### src/fse_map.vh
// Constants for the floating point status and exception generator
`ifndef FSE_MAP_VH
`define FSE_MAP_VH
// Status vector layout: exception field bits
`define FSE_EX_OVER 0
`define FSE_EX_UNDER 1
`define FSE_EX_TINY 2
`define FSE_EX_ROUNDING_LOSS_FLAG 3
`define FSE_EX_BAD_OPERATION_FLAG 4
`define FSE_EX_DIVZ 5
`define FSE_EX_DENORMAL_INPUT_FLAG 6
`define FSE_EX_INF 7
`define FSE_EX_W 8
// Status vector layout: non-exception field bits
`define FSE_ST_NEG 8
`define FSE_ST_ROUND_CARRY_FLAG 9
`define FSE_ST_PORTB 10
`define FSE_ST_PORTA 11
`define FSE_ST_EQ 12
`define FSE_ST_GT 13
`define FSE_ST_NAN_COMPARE_FLAG 14
`define FSE_ST_W 15
// Status select encodings
`define FSE_SEL_OR 2'h0
`define FSE_SEL_MUL 2'h1
`define FSE_SEL_ALU 2'h2
`define FSE_SEL_NORM 2'h3
// Operation class encodings
`define FSE_OP_ALU 2'h0
`define FSE_OP_MUL 2'h1
`define FSE_OP_CHAIN 2'h2
// Reset values
`define FSE_ST_RST 15'h0000
`define FSE_MASK_RST 8'h00
`endif

### src/fse_source_status.v
// Builds the status vector of one arithmetic source from its raw conditions
`timescale 1ns/1ps
`default_nettype none
`include "fse_map.vh"
module fse_source_status #(
    parameter W = 15
) (
    // Raw conditions of this source
    input wire isCompare,
    input wire opEqual,
    input wire opGreater,
    input wire opNanA,
    input wire opNanB,
    input wire opDenA,
    input wire opDenB,
    input wire resZero,
    input wire resNeg,
    input wire resInf,
    input wire resInexact,
    input wire resTooLarge,
    input wire resTooSmall,
    input wire resTiny,
    input wire invalidOp,
    input wire zeroDivisor,
    input wire roundCarry,
    input wire isMul,
    // Composed status of this source
    output reg [W-1:0] status
);
    // Compose flags; equality doubles as zero detect outside ALU compares
    always @* begin
        status = {W{1'b0}};
        status[`FSE_ST_EQ] = (isCompare && !isMul) ? opEqual : resZero;
        status[`FSE_ST_GT] = isCompare && opGreater;
        status[`FSE_ST_NAN_COMPARE_FLAG] = isCompare && (opNanA || opNanB);
        status[`FSE_EX_DENORMAL_INPUT_FLAG] = isMul && (opDenA || opDenB);
        status[`FSE_EX_TINY] = resTiny;
        status[`FSE_EX_DIVZ] = isMul && zeroDivisor;
        status[`FSE_EX_ROUNDING_LOSS_FLAG] = resInexact;
        status[`FSE_EX_INF] = resInf;
        status[`FSE_ST_NEG] = resNeg;
        status[`FSE_EX_BAD_OPERATION_FLAG] = opNanA || opNanB || invalidOp;
        status[`FSE_EX_OVER] = resTooLarge;
        status[`FSE_ST_ROUND_CARRY_FLAG] = roundCarry;
        status[`FSE_EX_UNDER] = resTooSmall && resInexact;
        // Port flags name the port carrying the NaN or denormal
        status[`FSE_ST_PORTB] = opNanB || (isMul && opDenB);
        status[`FSE_ST_PORTA] = opNanA || (isMul && opDenA);
    end
endmodule // fse_source_status
`default_nettype wire

### src/fse_status_gen.v
// Status and exception generator top: selection, status register, pin gating, mask summary
`timescale 1ns/1ps
`default_nettype none
`include "fse_map.vh"
module fse_status_gen #(
    parameter SW = `FSE_ST_W,
    parameter EW = `FSE_EX_W
) (
    // Clock and reset
    input wire clk,
    input wire rst_n,
    // Control from the microprogram
    input wire outputStageBypass,
    input wire [1:0] opClass,
    input wire [1:0] statusSelect,
    input wire resultSourceSelect,
    input wire flushMode,
    input wire compareOutputEnable_n,
    input wire statusOutputEnable_n,
    input wire maskLoad,
    input wire [EW-1:0] maskData,
    // ALU raw conditions
    input wire aluCompare,
    input wire aluEqual,
    input wire aluGreater,
    input wire aluNanA,
    input wire aluNanB,
    // ALU result conditions
    input wire aluZero,
    input wire aluNeg,
    input wire aluInf,
    input wire aluInexact,
    // ALU exception conditions
    input wire aluTooLarge,
    input wire aluTooSmall,
    input wire aluDenormOut,
    input wire aluBadInteger,
    input wire aluInvalid,
    input wire aluRoundCarry,
    // Multiplier raw conditions
    input wire mulNanA,
    input wire mulNanB,
    input wire mulDenA,
    input wire mulDenB,
    // Multiplier result conditions
    input wire mulZero,
    input wire mulNeg,
    input wire mulInf,
    input wire mulInexact,
    // Multiplier exception conditions
    input wire mulTooLarge,
    input wire mulTooSmall,
    input wire mulWrapped,
    input wire mulInvalid,
    input wire mulZeroDivisor,
    input wire mulRoundCarry,
    // Comparison pins
    output wire operandsEqualFlag,
    output wire aGreaterFlag,
    output wire nanCompareFlag,
    output wire compareOe,
    // Status pins
    output wire chainedOtherException,
    output wire denormalInputFlag,
    output wire tinyResultFlag,
    output wire zeroDivisorFlag,
    output wire roundingLossFlag,
    output wire unboundedResultFlag,
    output wire badOperationFlag,
    output wire signFlag,
    output wire tooLargeFlag,
    output wire tooSmallFlag,
    output wire roundCarryFlag,
    output wire statusSourceFlag,
    output wire portBException,
    output wire portAException,
    // Summary and status enable
    output wire maskedFaultSummary,
    output wire statusOe,
    // Result forced to zero in flush mode
    output wire flushToZero
);
    // Per-source status vectors
    wire [SW-1:0] aluSt;
    wire [SW-1:0] mulSt;
    wire aluExc;
    wire mulExc;
    // Selected status before the register
    reg [SW-1:0] selSt;
    reg selSrc;
    reg selChex;
    // Status and mask registers
    reg [SW-1:0] stat_q;
    reg src_q;
    reg chained_other_exception_q;
    reg [EW-1:0] mask_q;
    // Presented status and masked exception field
    wire [SW-1:0] outSt;
    wire outSrc;
    wire outChex;
    wire [EW-1:0] outEx;
    wire [EW-1:0] maskedEx;
    // Operation class decode
    wire isAluOp;
    wire isMulOp;
    wire chained;
    wire aluOn;
    wire mulOn;

    // Exception field of a status vector, used on both sources
    function anyException;
        input [SW-1:0] s;
        begin
            anyException = |s[EW-1:0];
        end
    endfunction

    // Picks one source's status vector, used by both selection paths
    function [SW-1:0] pickStatus;
        input useMul;
        input [SW-1:0] a;
        input [SW-1:0] m;
        begin
            pickStatus = useMul ? m : a;
        end
    endfunction

    // Operation class decode
    assign isAluOp = (opClass == `FSE_OP_ALU);
    assign isMulOp = (opClass == `FSE_OP_MUL);
    assign chained = (opClass == `FSE_OP_CHAIN);
    // Idle source contributes nothing so stale conditions never leak out
    assign aluOn = chained || isAluOp;
    assign mulOn = chained || isMulOp;

    // ALU flags; tiny covers denormal output and bad integer ops
    fse_source_status #(.W(SW)) uAlu (
        .isCompare(aluCompare),
        .opEqual(aluEqual),
        .opGreater(aluGreater),
        .opNanA(aluNanA),
        .opNanB(aluNanB),
        .opDenA(1'b0),
        .opDenB(1'b0),
        .resZero(aluZero),
        .resNeg(aluNeg),
        .resInf(aluInf),
        .resInexact(aluInexact),
        .resTooLarge(aluTooLarge),
        .resTooSmall(aluTooSmall),
        .resTiny(aluDenormOut || aluBadInteger),
        .invalidOp(aluInvalid),
        .zeroDivisor(1'b0),
        .roundCarry(aluRoundCarry),
        .isMul(1'b0),
        .status(aluSt)
    );

    // Multiplier flags; tiny means the product is wrapped
    fse_source_status #(.W(SW)) uMul (
        .isCompare(1'b0),
        .opEqual(1'b0),
        .opGreater(1'b0),
        .opNanA(mulNanA),
        .opNanB(mulNanB),
        .opDenA(mulDenA),
        .opDenB(mulDenB),
        .resZero(mulZero),
        .resNeg(mulNeg),
        .resInf(mulInf),
        .resInexact(mulInexact),
        .resTooLarge(mulTooLarge),
        .resTooSmall(mulTooSmall),
        .resTiny(mulWrapped),
        .invalidOp(mulInvalid),
        .zeroDivisor(mulZeroDivisor),
        .roundCarry(mulRoundCarry),
        .isMul(1'b1),
        .status(mulSt)
    );

    // Any exception of each source; chained mode flags the unselected one
    assign aluExc = anyException(aluSt);
    assign mulExc = anyException(mulSt);

    // Source selection; forced selects only matter in chained mode
    always @* begin
        selSt = {SW{1'b0}};
        selSrc = 1'b0;
        selChex = 1'b0;
        if (!chained) begin
            selSrc = isMulOp;
            selSt = pickStatus(selSrc, aluSt, mulSt);
        end else begin
            case (statusSelect)
                `FSE_SEL_OR: begin
                    selSt = aluSt | mulSt;
                    selSrc = resultSourceSelect;
                end
                `FSE_SEL_MUL: begin
                    selSt = mulSt;
                    selSrc = 1'b1;
                end
                `FSE_SEL_ALU: begin
                    selSt = aluSt;
                    selSrc = 1'b0;
                end
                default: begin
                    selSrc = resultSourceSelect;
                    selSt = pickStatus(resultSourceSelect, aluSt, mulSt);
                end
            endcase
            // Unselected source raising an exception
            selChex = resultSourceSelect ? aluExc : mulExc;
        end
        if (!aluOn && !mulOn) begin
            selSt = {SW{1'b0}};
        end
    end

    // Status register; left alone while bypassed so the last latched word survives
    always @(posedge clk or negedge rst_n) begin
        if (!rst_n) begin
            stat_q <= `FSE_ST_RST;
            src_q <= 1'b0;
            chained_other_exception_q <= 1'b0;
        end else if (!outputStageBypass) begin
            stat_q <= selSt;
            src_q <= selSrc;
            chained_other_exception_q <= selChex;
        end
    end

    // Mask register, loaded by the controller; only the summary reads it
    always @(posedge clk or negedge rst_n) begin
        if (!rst_n) begin
            mask_q <= `FSE_MASK_RST;
        end else if (maskLoad) begin
            mask_q <= maskData;
        end
    end

    // Registered when the stage is in use, direct when bypassed, aligned with data
    assign outSt = outputStageBypass ? selSt : stat_q;
    assign outSrc = outputStageBypass ? selSrc : src_q;
    assign outChex = outputStageBypass ? selChex : chained_other_exception_q;

    // Pin gating: low enable drives; flags stay readable whatever the mask
    assign compareOe = !compareOutputEnable_n;
    assign statusOe = !statusOutputEnable_n;
    assign operandsEqualFlag = compareOe & outSt[`FSE_ST_EQ];
    assign aGreaterFlag = compareOe & outSt[`FSE_ST_GT];
    assign nanCompareFlag = compareOe & outSt[`FSE_ST_NAN_COMPARE_FLAG];
    assign chainedOtherException = statusOe & outChex;

    // Exception field pins, one field bit each, and the sign pin
    assign denormalInputFlag = statusOe & outSt[`FSE_EX_DENORMAL_INPUT_FLAG];
    assign tinyResultFlag = statusOe & outSt[`FSE_EX_TINY];
    assign zeroDivisorFlag = statusOe & outSt[`FSE_EX_DIVZ];
    assign roundingLossFlag = statusOe & outSt[`FSE_EX_ROUNDING_LOSS_FLAG];
    assign unboundedResultFlag = statusOe & outSt[`FSE_EX_INF];
    assign badOperationFlag = statusOe & outSt[`FSE_EX_BAD_OPERATION_FLAG];
    assign signFlag = statusOe & outSt[`FSE_ST_NEG];
    assign tooLargeFlag = statusOe & outSt[`FSE_EX_OVER];
    assign tooSmallFlag = statusOe & outSt[`FSE_EX_UNDER];

    // Rounding, source and port pins, outside the exception field
    assign roundCarryFlag = statusOe & outSt[`FSE_ST_ROUND_CARRY_FLAG];
    assign statusSourceFlag = statusOe & outSrc;
    assign portBException = statusOe & outSt[`FSE_ST_PORTB];
    assign portAException = statusOe & outSt[`FSE_ST_PORTA];
    // Summary looks at the presented status through the mask
    assign outEx = outSt[EW-1:0];
    assign maskedEx = outEx & mask_q;
    assign maskedFaultSummary = statusOe & (|maskedEx);

    // Flush mode zeroes tiny or too-small results
    assign flushToZero = flushMode & (outSt[`FSE_EX_TINY] | outSt[`FSE_EX_UNDER]);
endmodule // fse_status_gen
`default_nettype wire

### config.mk
export PLATFORM = sky130hd
export DESIGN_NAME = fse_status_gen
export DESIGN_NICKNAME = d
export VERILOG_FILES = /design/src/fse_source_status.v /design/src/fse_status_gen.v
export VERILOG_INCLUDE_DIRS = /design/src
export SDC_FILE = /design/constraint.sdc
export NUM_CORES = 1
export LEC_CHECK = 0
export ABC_AREA = 1
export BUFFER_PORTS_ARGS = -buffer_cell sky130_fd_sc_hd__buf_2
export CORE_MARGIN = 3
export CORE_UTILIZATION = 50
export DETAILED_ROUTE_END_ITERATION = 10
export GPL_ROUTABILITY_DRIVEN = 0
export PLACE_DENSITY = 0.77
export SLEW_MARGIN = 40
export SYNTH_ARGS = -nofsm -noshare
export SYNTH_HDL_FRONTEND = slang
export SYNTH_HIERARCHICAL = 1
export SYNTH_SLANG_ARGS = --single-unit
### constraint.sdc
create_clock -name clk -period 3.8 [get_ports clk]
set_input_delay 0.76 -clock clk [delete_from_list [all_inputs] [get_ports clk]]
set_output_delay 0.76 -clock clk [all_outputs]
set_load 0.05 [all_outputs]
==> results summary <==
Timing would allow up to between 0.3 and 0.4 GHz. Averaged over all synthesized cells, the footprint is approximately 6.3 um^2. The buffer depth of the longest clock path is 2.

The net count reported at finish came out at 520. The worst register-to-register path begins at mask_q[4]. The final critical path time including I/O delays and setup is 3270 ps. In this run the cell area of the synthesized design comes to 2580 um^2.

The transition time at the pin with the least slew margin is 619 ps. The overall routed net length is about 6.6 mm. For this run, the leading register cell type out of synthesis is sky130_fd_sc_hd__dfrtp_1. The post-CTS repair timing setup buffer count came out at 0. The clock edge transition at the registers on the reported setup and hold paths is 90 ps. In this run the number of H-tree levels came out at 1. The highest metal layer carrying signal wires in the routed design is met4. The routed length per placed instance came out at 12.3 um. The class of the most critical hold timing path is in2async. The via-per-instance ratio is 5.21. The highest net fanout along the worst path is 16.

The post-detailed-placement cell area is approximately 2900 um^2. Counting distinct cell types in the post-synthesis netlist gives 34. The count of routing violations after the opening detailed-route iteration came out at 129. The most used standard cell by instance count after synthesis is sky130_fd_sc_hd__nand2_1. The power density over the cells is 274 nW/um^2. The proportion of synthesized flip-flops having asynchronous set or reset is between 90% and 100%. The TritonCTS clock tree is built. The cell row count came out at 25. The number of remaining DRC errors came out at 0.

The floorplan step set the die width to 77.9 um. IR analysis of the VDD net gives a maximum drop of 0.258 mV. The cell sitting at the root of the clock tree is a sky130_fd_sc_hd__clkbuf_8. The total non-filler cell area in the finished layout came out at ~2900 um^2. The number of buffers inserted during clock tree synthesis is 3. The footprint of the flip-flops and latches is 626 um^2. The cell type with the largest total area after synthesis is sky130_fd_sc_hd__dfrtp_1. Detailed routing placed a total of 463 um of wire on met3. The worst path uses 86.0% of the clock period.

Summing internal, switching and leakage power gives 795 uW. Yosys mapped a number of flops with a built-in enable equal to 0. The warning count from the yosys run is 6. The routed length on met2 is ~3 mm. By area the synthesized netlist is led by sky130_fd_sc_hd__dfrtp_1 (24%), sky130_fd_sc_hd__nand2_1 (18%), sky130_fd_sc_hd__o21ai_0 (11%), sky130_fd_sc_hd__inv_1 (7.1%), sky130_fd_sc_hd__buf_4 (4.9%). The worst register-to-register path has a depth of 1. STA puts the critical path data arrival time at 2510 ps. The total congestion overflow came out at 0. The number of antenna-violating nets in the routed design is 0. For this configuration, the core starts out at a cell density of 53.2%.

Summed over all cells, the static leakage comes to 0.00162 uW. For this run, the detailed router's first-pass iteration total came to 4. In the synthesized netlist, the number of instances is 411. The number of I/O port buffers came out at 69. The number of failing setup endpoints in the final timing report is 0.

The area of the multi-input gates is around 1600 um^2. In this run, synthesis produced a sequential element count of 25. In this run the tightest slew margin relative to its limit is 58.7%. By count the netlist is led by sky130_fd_sc_hd__nand2_1 (123), sky130_fd_sc_hd__o21ai_0 (59), sky130_fd_sc_hd__inv_1 (49). The fraction of synthesized cell area taken by the top area cell type is 24.2%.

The max-slew violation count came out at 0. For the worst-skew pair, the clock arrives at the later sink with an insertion delay of 270 ps. The largest clock skew in the final design came out at 0 ps. The run finished with clean final reports.

The sequential-to-total area share from yosys stat came out at 24.2%. The tool flagged a number of max-cap violations equal to 0. The core box area is 4850 um^2. The final hold violation count is 0. The hold buffer count at cts came out at 0. The die is 77.9 um tall.

The post-cts resize count came out at 0. The detailed router put a total of 2.93 mm of wire on met1. The clock net in this run drives a total of 25 sinks. In the global route stage, overall resource usage came out at between 20% and 30%. The worst setup slack after placement came out at 557 ps.

Setup repair after global routing left no endpoint under its margin. The die covers 6060 um^2. The worst setup path is launched from an input port. STA classifies the critical path endpoint as an output port. The critical path is of the in2out type. The worst hold slack came out at between 400 and 500 ps.

The number of fill cells in the layout came out at slightly below 500. The first-pass GRT wire length is 11.2 mm. STA puts the critical path data required time at 3040 ps.

The layout cell share with drive strength beyond 1 is 24.2%. The register-to-register setup slack came out at 3020 ps. The largest net degree at the start of global routing came out at 46.

The setup TNS after final layout came out at 0 ps. The boundary pin count is 70. The initial antenna violation count came out at 0.

The final route contains 2775 vias. The via count of the first global-routing pass came out at 2498. From synthesis to final layout, the design area changed by 12.5%. The worst flop-to-flop path endpoint is mask_q[4]. The diode insertion count for antenna repair came out at 0.

Once detailed placement completed, the half-perimeter wirelength came to 4.92 mm. The worst setup margin is 531 ps.
==> through the flow <==
stage | util, % | instances
after floorplan | - | 422
final | 59.9 | 533
after CTS | 59.9 | 533
after detailed placement | 58.9 | 529
after global routing | 59.9 | 533
after global placement | 58.9 | 529
==> how the worst max path moves through the flow <==
stage / from / endpoint / slack [ps] / cells past startpoint
2_1_floorplan: statusSelect[0] / portBException / 630 / 11
3_3_place_gp: statusSelect[0] / maskedFaultSummary / 580 / 14
3_5_place_dp: statusSelect[0] / maskedFaultSummary / 560 / 16
4_1_cts: statusSelect[0] / maskedFaultSummary / 560 / 16
5_1_grt: statusSelect[0] / maskedFaultSummary / 260 / 16
6_report: statusSelect[0] / maskedFaultSummary / 530 / 14
==> logic make-up (layout without fill, tap and decap cells) <==
family / after synthesis / after routing / share of synthesized area [%]
compound gates: 98 / 98 / 22.0
buf+inv: 85 / 129 / 16.2
flops: 25 / 25 / 24.2
other cells: 2 / 13 / 0.291
mux: 8 / 8 / 3.49
simple gates: 189 / 189 / 31.9
fa+ha+maj: 4 / 4 / 1.94
==> cell type report <==
cell class | count | share of cell area (%)
Multi-Input combinational cell | 312 | 54.4
Sequential cell | 25 | 21.6
Timing Repair Buffer | 71 | 12.4
Inverter | 54 | 7.16
Tap cell | 67 | 2.89
Clock buffer | 3 | 1.42
Clock inverter | 1 | 0.172
==> layout by cell type (no fill, tap or decap) <==
cell type and n:
sky130_fd_sc_hd__a21oi_1 13, sky130_fd_sc_hd__a21oi_2 1, sky130_fd_sc_hd__a22oi_1 6, sky130_fd_sc_hd__buf_2 69, sky130_fd_sc_hd__buf_4 2, sky130_fd_sc_hd__clkbuf_8 3
sky130_fd_sc_hd__clkinv_2 1, sky130_fd_sc_hd__conb_1 13, sky130_fd_sc_hd__dfrtp_1 25, sky130_fd_sc_hd__ha_1 4, sky130_fd_sc_hd__inv_1 49, sky130_fd_sc_hd__inv_2 3
sky130_fd_sc_hd__inv_4 2, sky130_fd_sc_hd__mux2_2 8, sky130_fd_sc_hd__nand2_1 123, sky130_fd_sc_hd__nand2_2 9, sky130_fd_sc_hd__nand3_1 25, sky130_fd_sc_hd__nand3_2 1
sky130_fd_sc_hd__nand3b_1 2, sky130_fd_sc_hd__nand4_1 2, sky130_fd_sc_hd__nor2_1 16, sky130_fd_sc_hd__nor2_2 1, sky130_fd_sc_hd__nor2_8 1, sky130_fd_sc_hd__nor4_1 2
sky130_fd_sc_hd__o211ai_1 2, sky130_fd_sc_hd__o21a_1 3, sky130_fd_sc_hd__o21ai_0 59, sky130_fd_sc_hd__o21ai_1 2, sky130_fd_sc_hd__o21ai_2 5, sky130_fd_sc_hd__o221ai_1 6
sky130_fd_sc_hd__o311ai_0 1, sky130_fd_sc_hd__or2_2 7
==> state kept, by name (all words and copies together) (netlist names) <==
name	flops
stat_q	15
mask_q	8
chained_other_exception_q	1
src_q	1
==> critical path: stages <==
cell and delay [ps]:
sky130_fd_sc_hd__buf_2 100, sky130_fd_sc_hd__ha_1 340, sky130_fd_sc_hd__buf_4 260, sky130_fd_sc_hd__nand3_1 90, sky130_fd_sc_hd__nand2_1 60, sky130_fd_sc_hd__inv_1 40
sky130_fd_sc_hd__nand2_1 60, sky130_fd_sc_hd__nand2_1 90, sky130_fd_sc_hd__nand2_1 90, sky130_fd_sc_hd__nand3_1 90, sky130_fd_sc_hd__nand2_1 70, sky130_fd_sc_hd__nor2_1 50
sky130_fd_sc_hd__a21oi_2 120, sky130_fd_sc_hd__buf_2 270
==> metal layers <==
| metal | track usage [%] | up-vias |
|---|---|---|
| met5 | 0 | - |
| met4 | 4.80 | 0 |
| met3 | 3.48 | 10 |
| met2 | 35.5 | 110 |
| met1 | 30.9 | 1239 |
| li1 | - | 1416 |
==> power breakdown <==
group	switching (uW)	internal, uW
logic	226	105
registers	14.6	294
clock network	80.8	73.2
total	322	473
Note: power is estimated with default switching activity, not from simulation.
